==> src/hdl/process_image_pkg.sv <==
// Purpose: Shared constants and carriers for the output module process image
// Assumes: Register numbers are carried as plain binary values of the decimal register number
// Notes:   Module type identifiers are parameters of the top module
`default_nettype none
package process_image_pkg;

  // ****************************************************************
  // Register numbering
  // ****************************************************************
  localparam logic [16:0] INPUT_REG_BASE   = 17'h07530; // 30000
  localparam logic [16:0] HOLDING_REG_BASE = 17'h09C40; // 40000
  localparam logic [16:0] GROUP_STRIDE     = 17'h0000A; // 10 registers per group
  localparam logic [3:0]  GROUP_SIZE       = 4'hA;
  localparam logic [3:0]  STATUS_INDEX     = 4'h0;
  localparam logic [3:0]  DATA_INDEX       = 4'h1;
  localparam int          THUMB_WIDTH      = 7;

  // ****************************************************************
  // Field layout
  // ****************************************************************
  localparam int          STALE_BIT        = 8;
  localparam int          SHORT_LOW_BIT    = 0;
  localparam int          SHORT_HIGH_BIT   = 1;
  localparam logic [7:0]  RELAY_OUT_MASK   = 8'h0F;
  localparam logic [7:0]  OCTAL_OUT_MASK   = 8'hFF;

  // ****************************************************************
  // Function codes and exception codes
  // ****************************************************************
  localparam logic [7:0]  FC_READ_HOLDING  = 8'h03;
  localparam logic [7:0]  FC_READ_INPUT    = 8'h04;
  localparam logic [7:0]  FC_WRITE_MULTI   = 8'h10;
  localparam logic [15:0] EXC_ILLEGAL_FUNC = 16'h0001;
  localparam logic [15:0] EXC_ILLEGAL_ADDR = 16'h0002;

  // ****************************************************************
  // Reset values
  // ****************************************************************
  localparam logic        STALE_RESET      = 1'b1;
  localparam logic [7:0]  OUTPUT_RESET     = 8'h00;
  localparam logic [1:0]  SHORT_RESET      = 2'h0;
  localparam logic [15:0] DATA_RESET       = 16'h0000;

  // ****************************************************************
  // Carriers
  // ****************************************************************
  typedef struct packed {
    logic        valid;
    logic [7:0]  function_code;
    logic [16:0] register_number;
    logic [15:0] write_data;
  } request_s;

  typedef struct packed {
    logic        valid;
    logic        exception;
    logic [15:0] data;
  } response_s;

endpackage
`default_nettype wire

==> src/hdl/group_decoder.sv <==
// Purpose: Locates a register number inside one thumbwheel-selected register group
// Assumes: Thumbwheel value 0 to 99
// Notes:   Purely combinational
`timescale 1ns/1ps
`default_nettype none
module group_decoder
  import process_image_pkg::*;
#(
  parameter logic [16:0] BASE = INPUT_REG_BASE
) (
  input  wire logic [16:0]            i_register_number,
  input  wire logic [THUMB_WIDTH-1:0] i_thumbwheel,
  output logic                        o_hit,
  output logic [3:0]                  o_index
);

  logic [16:0] group_start;
  logic [16:0] offset;

  // Group start is base plus ten times the thumbwheel setting
  assign group_start = BASE + 17'(i_thumbwheel * GROUP_STRIDE);
  assign offset      = i_register_number - group_start;
  assign o_hit       = (i_register_number >= group_start) && (offset < 17'(GROUP_SIZE));
  assign o_index     = offset[3:0];

endmodule // group_decoder
`default_nettype wire

==> src/hdl/output_module_process_image.sv <==
// Purpose: Process image of a relay (4 channel) or transistor (8 channel) output module
// Assumes: One register per request; module kind strap stable after reset
// Notes:   Summary of operation follows
//
// Summary of operation
// - The register group starts at base plus ten times the thumbwheel group index.
// - The status word carries the not-current flag in bit 8 and the module type in the low byte.
// - The not-current flag reads 1 while the held data is not up to date.
// - On the relay module a process data write to any module register clears the flag.
// - Once cleared by a write the relay flag stays 0 until the next reset.
// - On the eight-channel module a write clears bit 8 of the holding status word for good.
// - Eight-channel module: bit 8 of the input status word is 1 while short status is stale.
// - On the eight-channel module loss of communication with the partner input module makes the input data not current.
// - While not current the last input values stay readable but are no longer refreshed.
// - The module type field reads 0 whenever the module type is invalid or unavailable.
// - Bit 1 of the short-circuit word is set on a short at any of channels five to eight.
// - Bit 0 of the short-circuit word is set on a short at any of channels one to four.
`timescale 1ns/1ps
`default_nettype none
module output_module_process_image
  import process_image_pkg::*;
#(
  parameter logic [7:0] RELAY_TYPE_ID = 8'hA1, // Arbitrary value
  parameter logic [7:0] OCTAL_TYPE_ID = 8'hA2  // Arbitrary value
) (
  input  wire logic                   i_clock,
  input  wire logic                   i_resetn,
  input  wire logic [THUMB_WIDTH-1:0] i_thumbwheel,
  input  wire logic                   i_module_select,
  input  wire logic                   i_module_type_valid,
  input  wire logic                   i_link_ok,
  input  wire logic [7:0]             i_short_circuit,
  input  wire request_s               i_request,
  output var  response_s              o_response,
  output logic [7:0]                  o_output_channels
);

  // ****************************************************************
  // State
  // ****************************************************************
  typedef struct packed {
    logic       kind_latched;
    logic       kind_octal;
    logic       holding_stale;
    logic       input_stale;
    logic [1:0] short_word;
    logic [7:0] output_word;
    response_s  response;
  } state_s;

  state_s state;
  state_s next_state;

  logic       input_hit;
  logic [3:0] input_index;
  logic       holding_hit;
  logic [3:0] holding_index;

  // ****************************************************************
  // Address decode
  // ****************************************************************
  group_decoder #(
    .BASE (INPUT_REG_BASE)
  ) u_input_decoder (
    .i_register_number (i_request.register_number),
    .i_thumbwheel      (i_thumbwheel),
    .o_hit             (input_hit),
    .o_index           (input_index)
  );

  group_decoder #(
    .BASE (HOLDING_REG_BASE)
  ) u_holding_decoder (
    .i_register_number (i_request.register_number),
    .i_thumbwheel      (i_thumbwheel),
    .o_hit             (holding_hit),
    .o_index           (holding_index)
  );

  // ****************************************************************
  // Next state
  // ****************************************************************
  always_comb begin
    logic       octal;
    logic [7:0] type_field;
    logic [7:0] out_mask;
    logic [15:0] status_holding;
    logic [15:0] status_input;
    octal          = state.kind_latched ? state.kind_octal : i_module_select;
    type_field     = 8'h00;
    out_mask       = octal ? OCTAL_OUT_MASK : RELAY_OUT_MASK;
    status_holding = 16'h0000;
    status_input   = 16'h0000;
    next_state     = state;

    // Strap is caught on the first edge after reset release
    next_state.kind_latched = 1'b1;
    next_state.kind_octal   = octal;

    if (i_module_type_valid) begin
      type_field = octal ? OCTAL_TYPE_ID : RELAY_TYPE_ID;
    end else begin
      type_field = 8'h00;
    end

    status_holding[7:0]       = type_field;
    status_holding[STALE_BIT] = state.holding_stale;
    status_input[7:0]         = type_field;
    if (octal) begin
      status_input[STALE_BIT] = state.input_stale;
    end else begin
      status_input[STALE_BIT] = state.holding_stale;
    end

    // Short-circuit status follows the partner only while the link is up
    next_state.input_stale = ~i_link_ok;
    if (i_link_ok) begin
      next_state.short_word[SHORT_HIGH_BIT] = |i_short_circuit[7:4];
      next_state.short_word[SHORT_LOW_BIT]  = |i_short_circuit[3:0];
    end else begin
      next_state.short_word = state.short_word;
    end

    next_state.response.valid     = 1'b0;
    next_state.response.exception = 1'b0;
    next_state.response.data      = DATA_RESET;

    if (i_request.valid) begin
      next_state.response.valid = 1'b1;
      unique case (i_request.function_code)
        FC_READ_INPUT: begin
          if (input_hit) begin
            if (input_index == STATUS_INDEX) begin
              next_state.response.data = status_input;
            end else if ((input_index == DATA_INDEX) && octal) begin
              next_state.response.data = {14'h0000, state.short_word};
            end else begin
              next_state.response.data = DATA_RESET;
            end
          end else begin
            next_state.response.exception = 1'b1;
            next_state.response.data      = EXC_ILLEGAL_ADDR;
          end
        end
        FC_READ_HOLDING: begin
          if (holding_hit) begin
            if (holding_index == STATUS_INDEX) begin
              next_state.response.data = status_holding;
            end else if (holding_index == DATA_INDEX) begin
              next_state.response.data = {8'h00, state.output_word};
            end else begin
              next_state.response.data = DATA_RESET;
            end
          end else begin
            next_state.response.exception = 1'b1;
            next_state.response.data      = EXC_ILLEGAL_ADDR;
          end
        end
        FC_WRITE_MULTI: begin
          if (holding_hit) begin
            // Any write into the group clears the holding stale flag for good
            next_state.holding_stale = 1'b0;
            if (holding_index == DATA_INDEX) begin
              next_state.output_word = i_request.write_data[7:0] & out_mask;
            end
            next_state.response.data = i_request.write_data;
          end else begin
            next_state.response.exception = 1'b1;
            next_state.response.data      = EXC_ILLEGAL_ADDR;
          end
        end
        default: begin
          next_state.response.exception = 1'b1;
          next_state.response.data      = EXC_ILLEGAL_FUNC;
        end
      endcase
    end
  end

  // ****************************************************************
  // State register
  // ****************************************************************
  always_ff @(posedge i_clock or negedge i_resetn) begin
    if (!i_resetn) begin
      state.kind_latched       <= 1'b0;
      state.kind_octal         <= 1'b0;
      state.holding_stale      <= STALE_RESET;
      state.input_stale        <= STALE_RESET;
      state.short_word         <= SHORT_RESET;
      state.output_word        <= OUTPUT_RESET;
      state.response.valid     <= 1'b0;
      state.response.exception <= 1'b0;
      state.response.data      <= DATA_RESET;
    end else begin
      state <= next_state;
    end
  end

  // ****************************************************************
  // Outputs
  // ****************************************************************
  assign o_response        = state.response;
  assign o_output_channels = state.output_word;

endmodule // output_module_process_image
`default_nettype wire

==> config.mk <==
export PLATFORM = sky130hd
export DESIGN_NAME = output_module_process_image
export DESIGN_NICKNAME = d
export VERILOG_FILES = /design/src/hdl/process_image_pkg.sv /design/src/hdl/group_decoder.sv /design/src/hdl/output_module_process_image.sv
export SDC_FILE = /design/constraint.sdc
export NUM_CORES = 1
export LEC_CHECK = 0
export ABC_AREA = 1
export BUFFER_PORTS_ARGS = -buffer_cell sky130_fd_sc_hd__buf_2
export CAP_MARGIN = 40
export CORE_MARGIN = 3
export CORE_UTILIZATION = 44
export DETAILED_ROUTE_END_ITERATION = 12
export GPL_ROUTABILITY_DRIVEN = 1
export GPL_TIMING_DRIVEN = 1
export PLACE_DENSITY = 0.77
export SETUP_SLACK_MARGIN = 0.4
export SLEW_MARGIN = 20
export SYNTH_ARGS = -nofsm -noshare
export SYNTH_HDL_FRONTEND = slang
export SYNTH_SLANG_ARGS = --single-unit
==> constraint.sdc <==
create_clock -name i_clock -period 1.46 [get_ports i_clock]
set_clock_uncertainty 0.05 [all_clocks]
set_input_delay 0.365 -clock i_clock [delete_from_list [all_inputs] [get_ports i_clock]]
set_output_delay 0.365 -clock i_clock [all_outputs]
set_load 0.02 [all_outputs]
**Word-level counts from Yosys, hierarchy flattened**

Index checks and enable logic that the tools add are counted.

- Flip-flop bits (word level): 32
- Bits in latches: 0
- Memory bits (writable): 0
- Bits in read-only memories: 0
- Memories: 0

- Add/sub/neg operators: 4
- Multipliers: 1
- Div/mod/pow operators: 0
- Order comparisons: 4
- Eq/ne operators: 5
- Shifts and indexed selects: 0
- Multiplexer cells: 16
- Bitwise gates (word level): 2
- Reduce and logical (&&, ||, !) cells: 9

Operators with widths:

| cell | number |
|---|---|
| 17-bit one-hot mux with 3 select lines | 1 |
| 9-bit two-way mux | 4 |
| 17-bit >= comparator | 2 |
| 17-bit by 4-bit < comparator with 1-bit output, second input constant | 2 |
| 17-bit subtractor | 2 |
| 8-bit two-way mux | 3 |
| 18-bit two-way mux | 1 |
| 16-bit by 11-bit adder with 17-bit output, first input constant | 1 |
| 15-bit by 11-bit adder with 16-bit output, first input constant | 1 |
| 16-bit two-way mux | 1 |
| 7-bit by 3-bit multiplier with 10-bit output, second input constant | 1 |
| 8-bit AND | 1 |
| 4-bit by 1-bit equality test with 1-bit output, second input constant | 2 |
| 8-bit by 2-bit equality test with 1-bit output, second input constant | 1 |
| 8-bit by 3-bit equality test with 1-bit output, second input constant | 1 |
| 8-bit by 5-bit equality test with 1-bit output, second input constant | 1 |
| 4-bit logical NOT | 2 |
| 4-bit OR reduction | 2 |
| 1-bit two-way mux | 4 |
| 2-bit two-way mux | 2 |
| 4-bit AND reduction | 1 |
| 1-bit logical AND | 3 |
| 3-bit AND reduction | 1 |
| 1-bit NOT | 1 |

**Longest topological paths before layout**

- Word-level depth: 10
- Gate-level depth with buffers: 29

**By module**

From an unflattened synthesis, not the netlist that was laid out.

- Cells, all modules: 746
- Area total of the unflattened synthesis: 4621.9 um^2

By module, submodules not included:

| module | times used | cells each | area each (um^2) | sequential area each (um^2) |
|---|---|---|---|---|
| output_module_process_image | 1 | 242 | 1889.3 | 803.3 |
| group_decoder (u_holding_decoder) | 1 | 270 | 1422.6 | 0.0 |
| group_decoder (u_input_decoder) | 1 | 234 | 1310.0 | 0.0 |

**Worst setup path after synthesis**

Ideal clock, no wire load.

- Path type: input to register
- Start: input port i_thumbwheel[1]
- End: register state (netlist bit o_output_channels[6])
- Data arrival time: 3867 ps
- Required time: 1293 ps
- Setup slack: -2574 ps
- Cell stages on the path: 26
- Cell sequence: ha_1 > ha_1 > fa_1 > inv_1 > o31ai_1 > and2_1 > nor2_1 > inv_1 > nor3_1 > a21oi_1 > ha_1 > nand2_1 > inv_1 > nand2_1 > nand2_1 > a21oi_1 > nand3_1 > nand2_1 > nand2_1 > nor2_4 > nand3_2 > nor2_4 > nand2_2 > buf_6 > nand2_2 > o21ai_2

- Longest elaborated chain between the ends: 6
- Elaborated cells on any way between the ends: 8
- Those cells by class: add/sub (2); mul (1); order compare (2); eq/ne (1); reduce/logical (2)

Ends and longest elaborated chain:

| what | RTL line | RTL |
|---|---|---|
| start, declared | output_module_process_image.sv:28 | `input wire logic [THUMB_WIDTH-1:0] i_thumbwheel,` |
| 7-bit by 3-bit multiplier with 10-bit output * | group_decoder.sv:21 | `assign group_start = BASE + 17'(i_thumbwheel * GROUP_STRIDE);` |
| 16-bit by 11-bit adder with 17-bit output * | group_decoder.sv:21 |  |
| 17-bit subtractor | group_decoder.sv:22 | `assign offset = i_register_number - group_start;` |
| 17-bit by 4-bit < comparator with 1-bit output | group_decoder.sv:23 | `assign o_hit = (i_register_number >= group_start) && (offset < 17'(GROUP_SIZE));` |
| 1-bit logical AND | group_decoder.sv:23 |  |
| 4-bit AND reduction (no line) * | n/a |  |
| end signal, assigned | output_module_process_image.sv:195 | `state <= next_state;` |
| end, declared | output_module_process_image.sv:51 | `state_s state;` |

Every way passes the cells marked *; elsewhere a longest branch is shown, timed or not.
A chain may end at the register's enable or synchronous reset.

**Worst setup path in the final report**

- Start: input port i_thumbwheel[4]
- End: register state (netlist bit o_output_channels[2])

- Longest elaborated chain between the ends: 6
- Elaborated cells on any way between the ends: 7
- Those cells by class: add/sub (2); mul (1); order compare (2); reduce/logical (2)

Ends and longest elaborated chain:

| what | RTL line |
|---|---|
| 7-bit by 3-bit multiplier with 10-bit output * | group_decoder.sv:21 |
| 16-bit by 11-bit adder with 17-bit output * | group_decoder.sv:21 |
| 17-bit subtractor | group_decoder.sv:22 |
| 17-bit by 4-bit < comparator with 1-bit output | group_decoder.sv:23 |
| 1-bit logical AND * | group_decoder.sv:23 |
| 4-bit AND reduction (no line) * | n/a |

Marked as above.

==> impl_results.md <==
- Width of the die: 104.4 microns
- Clk root buf: clkbuf_8
- I/O pins: 88
- Initial antenna violation count: 0
- Hpwl dp: 10.08 mm
- Post-Syn Instances: 715
- Initial Util: 0.4569
- Internal Power: 3.612 mW
- Hold Path End: state[28]$_DFF_PN1_
- Core Area: 9328 sq um
- Row cnt: 35
- Die Y: 104.4 microns
- P per Cell Area: 998.6 nW/um^2
- Synth Area per Inst: 5.960 sq um
- Yosys Warn Count: 0
- Critical Path Sink Type: flop
- Reg2reg end: o_response[0]$_DFF_PN0_
- Sink Count: 32
- N_diodes: 0
- Area growth syn-to-layout: 63.09%
- Total congestion overflow: 0
- CP Data Arrival Time: 4.43 ns
- Number of port buffers: 87
- Clk_lat worst skew: 0.29 ns
- # DRC: 0
- GRT Overall Usage: 0.2624
- Final nets: 1027
- Final Util: 0.7451
- Unrepaired setup endpoints after global routing: true
- Worst hold start: i_link_ok
- TritonCTS clock tree: built
- Crit Path Max Fanout: 7
- Critical path required time: 1.60 ns
- Sw Share: 0.4796
- Psw: 3.329 mW
- Tightest Hold Check Type: in2reg
- F_max: 232.9 MHz
- RR Startpoint: state[31]$_DFF_PN0_
- Status: complete, but fails checks
- Pin count of the biggest net entering global routing: 18
- Reg clk slew, reported paths: 0.07 ns
- Post-synthesis sequential area ratio: 0.1885
- MaxCap Viol Count: 0
- Clock Power Share: 0.136
- Final setup violation count: 26
- Failing checks: setup timing
- Part of the power in registers: 0.131
- Combinational Power Share: 0.732
- Post-synth EDFFs: 0
- Final Hold Fails: 0
- FF-to-FF setup slack: -0.38 ns
- TritonRoute pass-1 iters: 6
- Fin worst setup slack: -2.834 ns
- Num CTS Buffers: 5
- Setup TNS: -71.17 ns
- Tcrit/Tclk final: 2.941
- Seq cells post-synth: 32
- Vias after detailed routing: 5994
- DR WL/cell: 17.54 microns
- R2R cell count: 10
- GPL Wtd Cong: 0.9198
- Max Slew Vio Count: 0
- Min Tclk post-route: 4.294 ns
- Die footprint: 10900 sq um
- Hold path cells: 2
- CP startpoint kind: primary input
- CTS Buffer Depth: 2
- Slew headroom: 0.6146
- Total Routed Length: 18.58 mm
- Worst vdd ir: 0.5291 mV
- Post-DR vias/cell: 5.660
- Standby leakage power: 3.812 nW
- WS Path Type: in2reg
- First-pass GRT wire length: 23.85 mm
- Synth Net Count: 813
- Unique masters post-synth: 38
- Layout cells sized above 1: 0.4570
- Synth Flop Type: dfrtp_1
- Number of global-route vias before repair: 5341
- Antenna Violating Nets Remaining: 0
- H-tree levels: 2
- Worst Tran Pin Value: 0.5740 ns
- DRT iter0 DRCs: 529
- Syn Std Cell Area: 4262 sq um
- Asr flop ratio synth: 1.000
[state kept, by name (all words and copies together), names as in the netlist]
signal / flops
o_response: 18
o_output_channels: 8
state: 6
[cells by family after synthesis]
kind of cell / synth area share
AO/OA/AOI/OAI: 0.07135
buffers and inverters: 0.1715
AND/OR/NAND/NOR: 0.4360
flip-flops: 0.1885
adder cells (fa/ha/maj): 0.1092
other: 0.0008800
XOR/XNOR: 0.02261
[worst max path at each step]
stage,startpoint,to,slack (ns)
floorplan,i_thumbwheel[1],o_output_channels[6]$_DFFE_PN0P_,-2.35
detailed placement,i_thumbwheel[1],o_output_channels[0]$_DFFE_PN0P_,-2.74
global route,i_thumbwheel[4],o_output_channels[2]$_DFFE_PN0P_,-2.96
CTS,i_thumbwheel[4],o_output_channels[2]$_DFFE_PN0P_,-2.21
global placement,i_thumbwheel[1],o_response[4]$_DFF_PN0_,-2.65
finish,i_thumbwheel[4],o_output_channels[2]$_DFFE_PN0P_,-2.83
[synthesized netlist by cell type (4+ instances only)]
master    number  share of area
o21ai_2        6          0.012
nand3_1       58          0.068
nor2_2         5         0.0073
nand4_1       19          0.028
o21ai_0       10          0.012
nor4_1         4         0.0059
inv_1        129           0.11
xor2_1         5          0.010
dfrtp_1       30           0.18
inv_2          4         0.0035
a21oi_1       29          0.034
ha_1          34           0.10
nand3b_1       4         0.0070
nand2_1      231           0.20
nor3_1         5         0.0059
and2_1         4         0.0059
nor2_1        65          0.057
xnor2_1        6          0.012
buf_4         26          0.046
nand2_2       15          0.022
[metal layers]
metal  share of wire  wire length (microns)  up-vias  global-route usage
met5               0                      0        -                   0
met4           0.085                   1588        0              0.1282
met3           0.091                   1695      178             0.03104
met2            0.49                   9183      497              0.4908
met1            0.33                   6112     2688              0.2907
li1                -                      -     2631                   -
[repair_timing]
action	CTS	global route
hold buffers	1	0
setup endpoints to repair	53	53
buffers inserted	25	10
cloned	1	0
resized for setup	146	85
hold endpoints to repair	15	0
pin swaps	64	49
[cell usage in the layout, fill, tap and decap left out, types with 16 or more instances in the layout]
master,count
ha_1,16
inv_1,117
nand2_1,190
buf_4,138
nand3_1,45
inv_2,16
nand2_4,17
nor2_1,43
ha_4,17
nand2_2,39
a21oi_2,16
nand4_1,19
dfrtp_1,30
buf_6,37
buf_2,57
[final cells by class]
cell class | instances | area (sq um)
Fill cell | 581 | 2377
Multi-Input combinational cell | 520 | 3558
Clock inverter | 1 | 30.03
Inverter | 134 | 503.0
Timing Repair Buffer | 236 | 1798
Clock buffer | 7 | 96.34
Tap cell | 129 | 161.4
Sequential cell | 32 | 803.3
[critical path, cell delays in order]
cell and delay, ns:
buf_8 0.10, ha_4 0.25, ha_4 0.24, a21oi_2 0.16, nor2_1 0.11, o21ai_2 0.20
nand2_1 0.10, a21oi_2 0.18, xnor2_2 0.09, buf_4 0.16, xnor2_1 0.49, ha_4 0.32
nand2_4 0.08, nor2_1 0.07, and2_1 0.19, nand2_2 0.08, nand3_1 0.10, nand2_1 0.10
nand2_1 0.08, inv_1 0.08, nand2_2 0.07, nor2_4 0.12, nand3_2 0.11, nor2_4 0.26
nand2_4 0.15, nand2_2 0.11, nand2_2 0.05
[power groups by stage]
| stage | registers, mW | clock network (mW) | logic (mW) |
|---|---|---|---|
| floorplan | 0.922 | 0 | 2.29 |
| global placement | 0.923 | 0 | 3.49 |
| detailed placement | 0.923 | 0 | 3.57 |
| CTS | 0.909 | 0.930 | 4.11 |
| global route | 0.911 | 0.983 | 5.43 |
| finish | 0.911 | 0.946 | 5.08 |
[through the flow]
| step | total power [mW] | setup WS [ns] | instance area (sq um) | hold WS (ns) | std cells |
|---|---|---|---|---|---|
| 5_1_grt | 7.319 | -2.957 | 6950 | 0.1914 | 1059 |
| 4_1_cts | 5.948 | -2.215 | 6505 | 0.1792 | 1049 |
| 2_1_floorplan | 3.209 | -2.349 | 4362 | 0.01941 | 715 |
| 3_3_place_gp | 4.418 | -2.647 | 5579 | 0.1080 | 1014 |
| 3_5_place_dp | 4.493 | -2.736 | 5579 | 0.1079 | 1014 |
| 6_report | 6.941 | -2.834 | 6950 | 0.1883 | 1059 |
No activity file was read; power rests on OpenSTA's default activity.
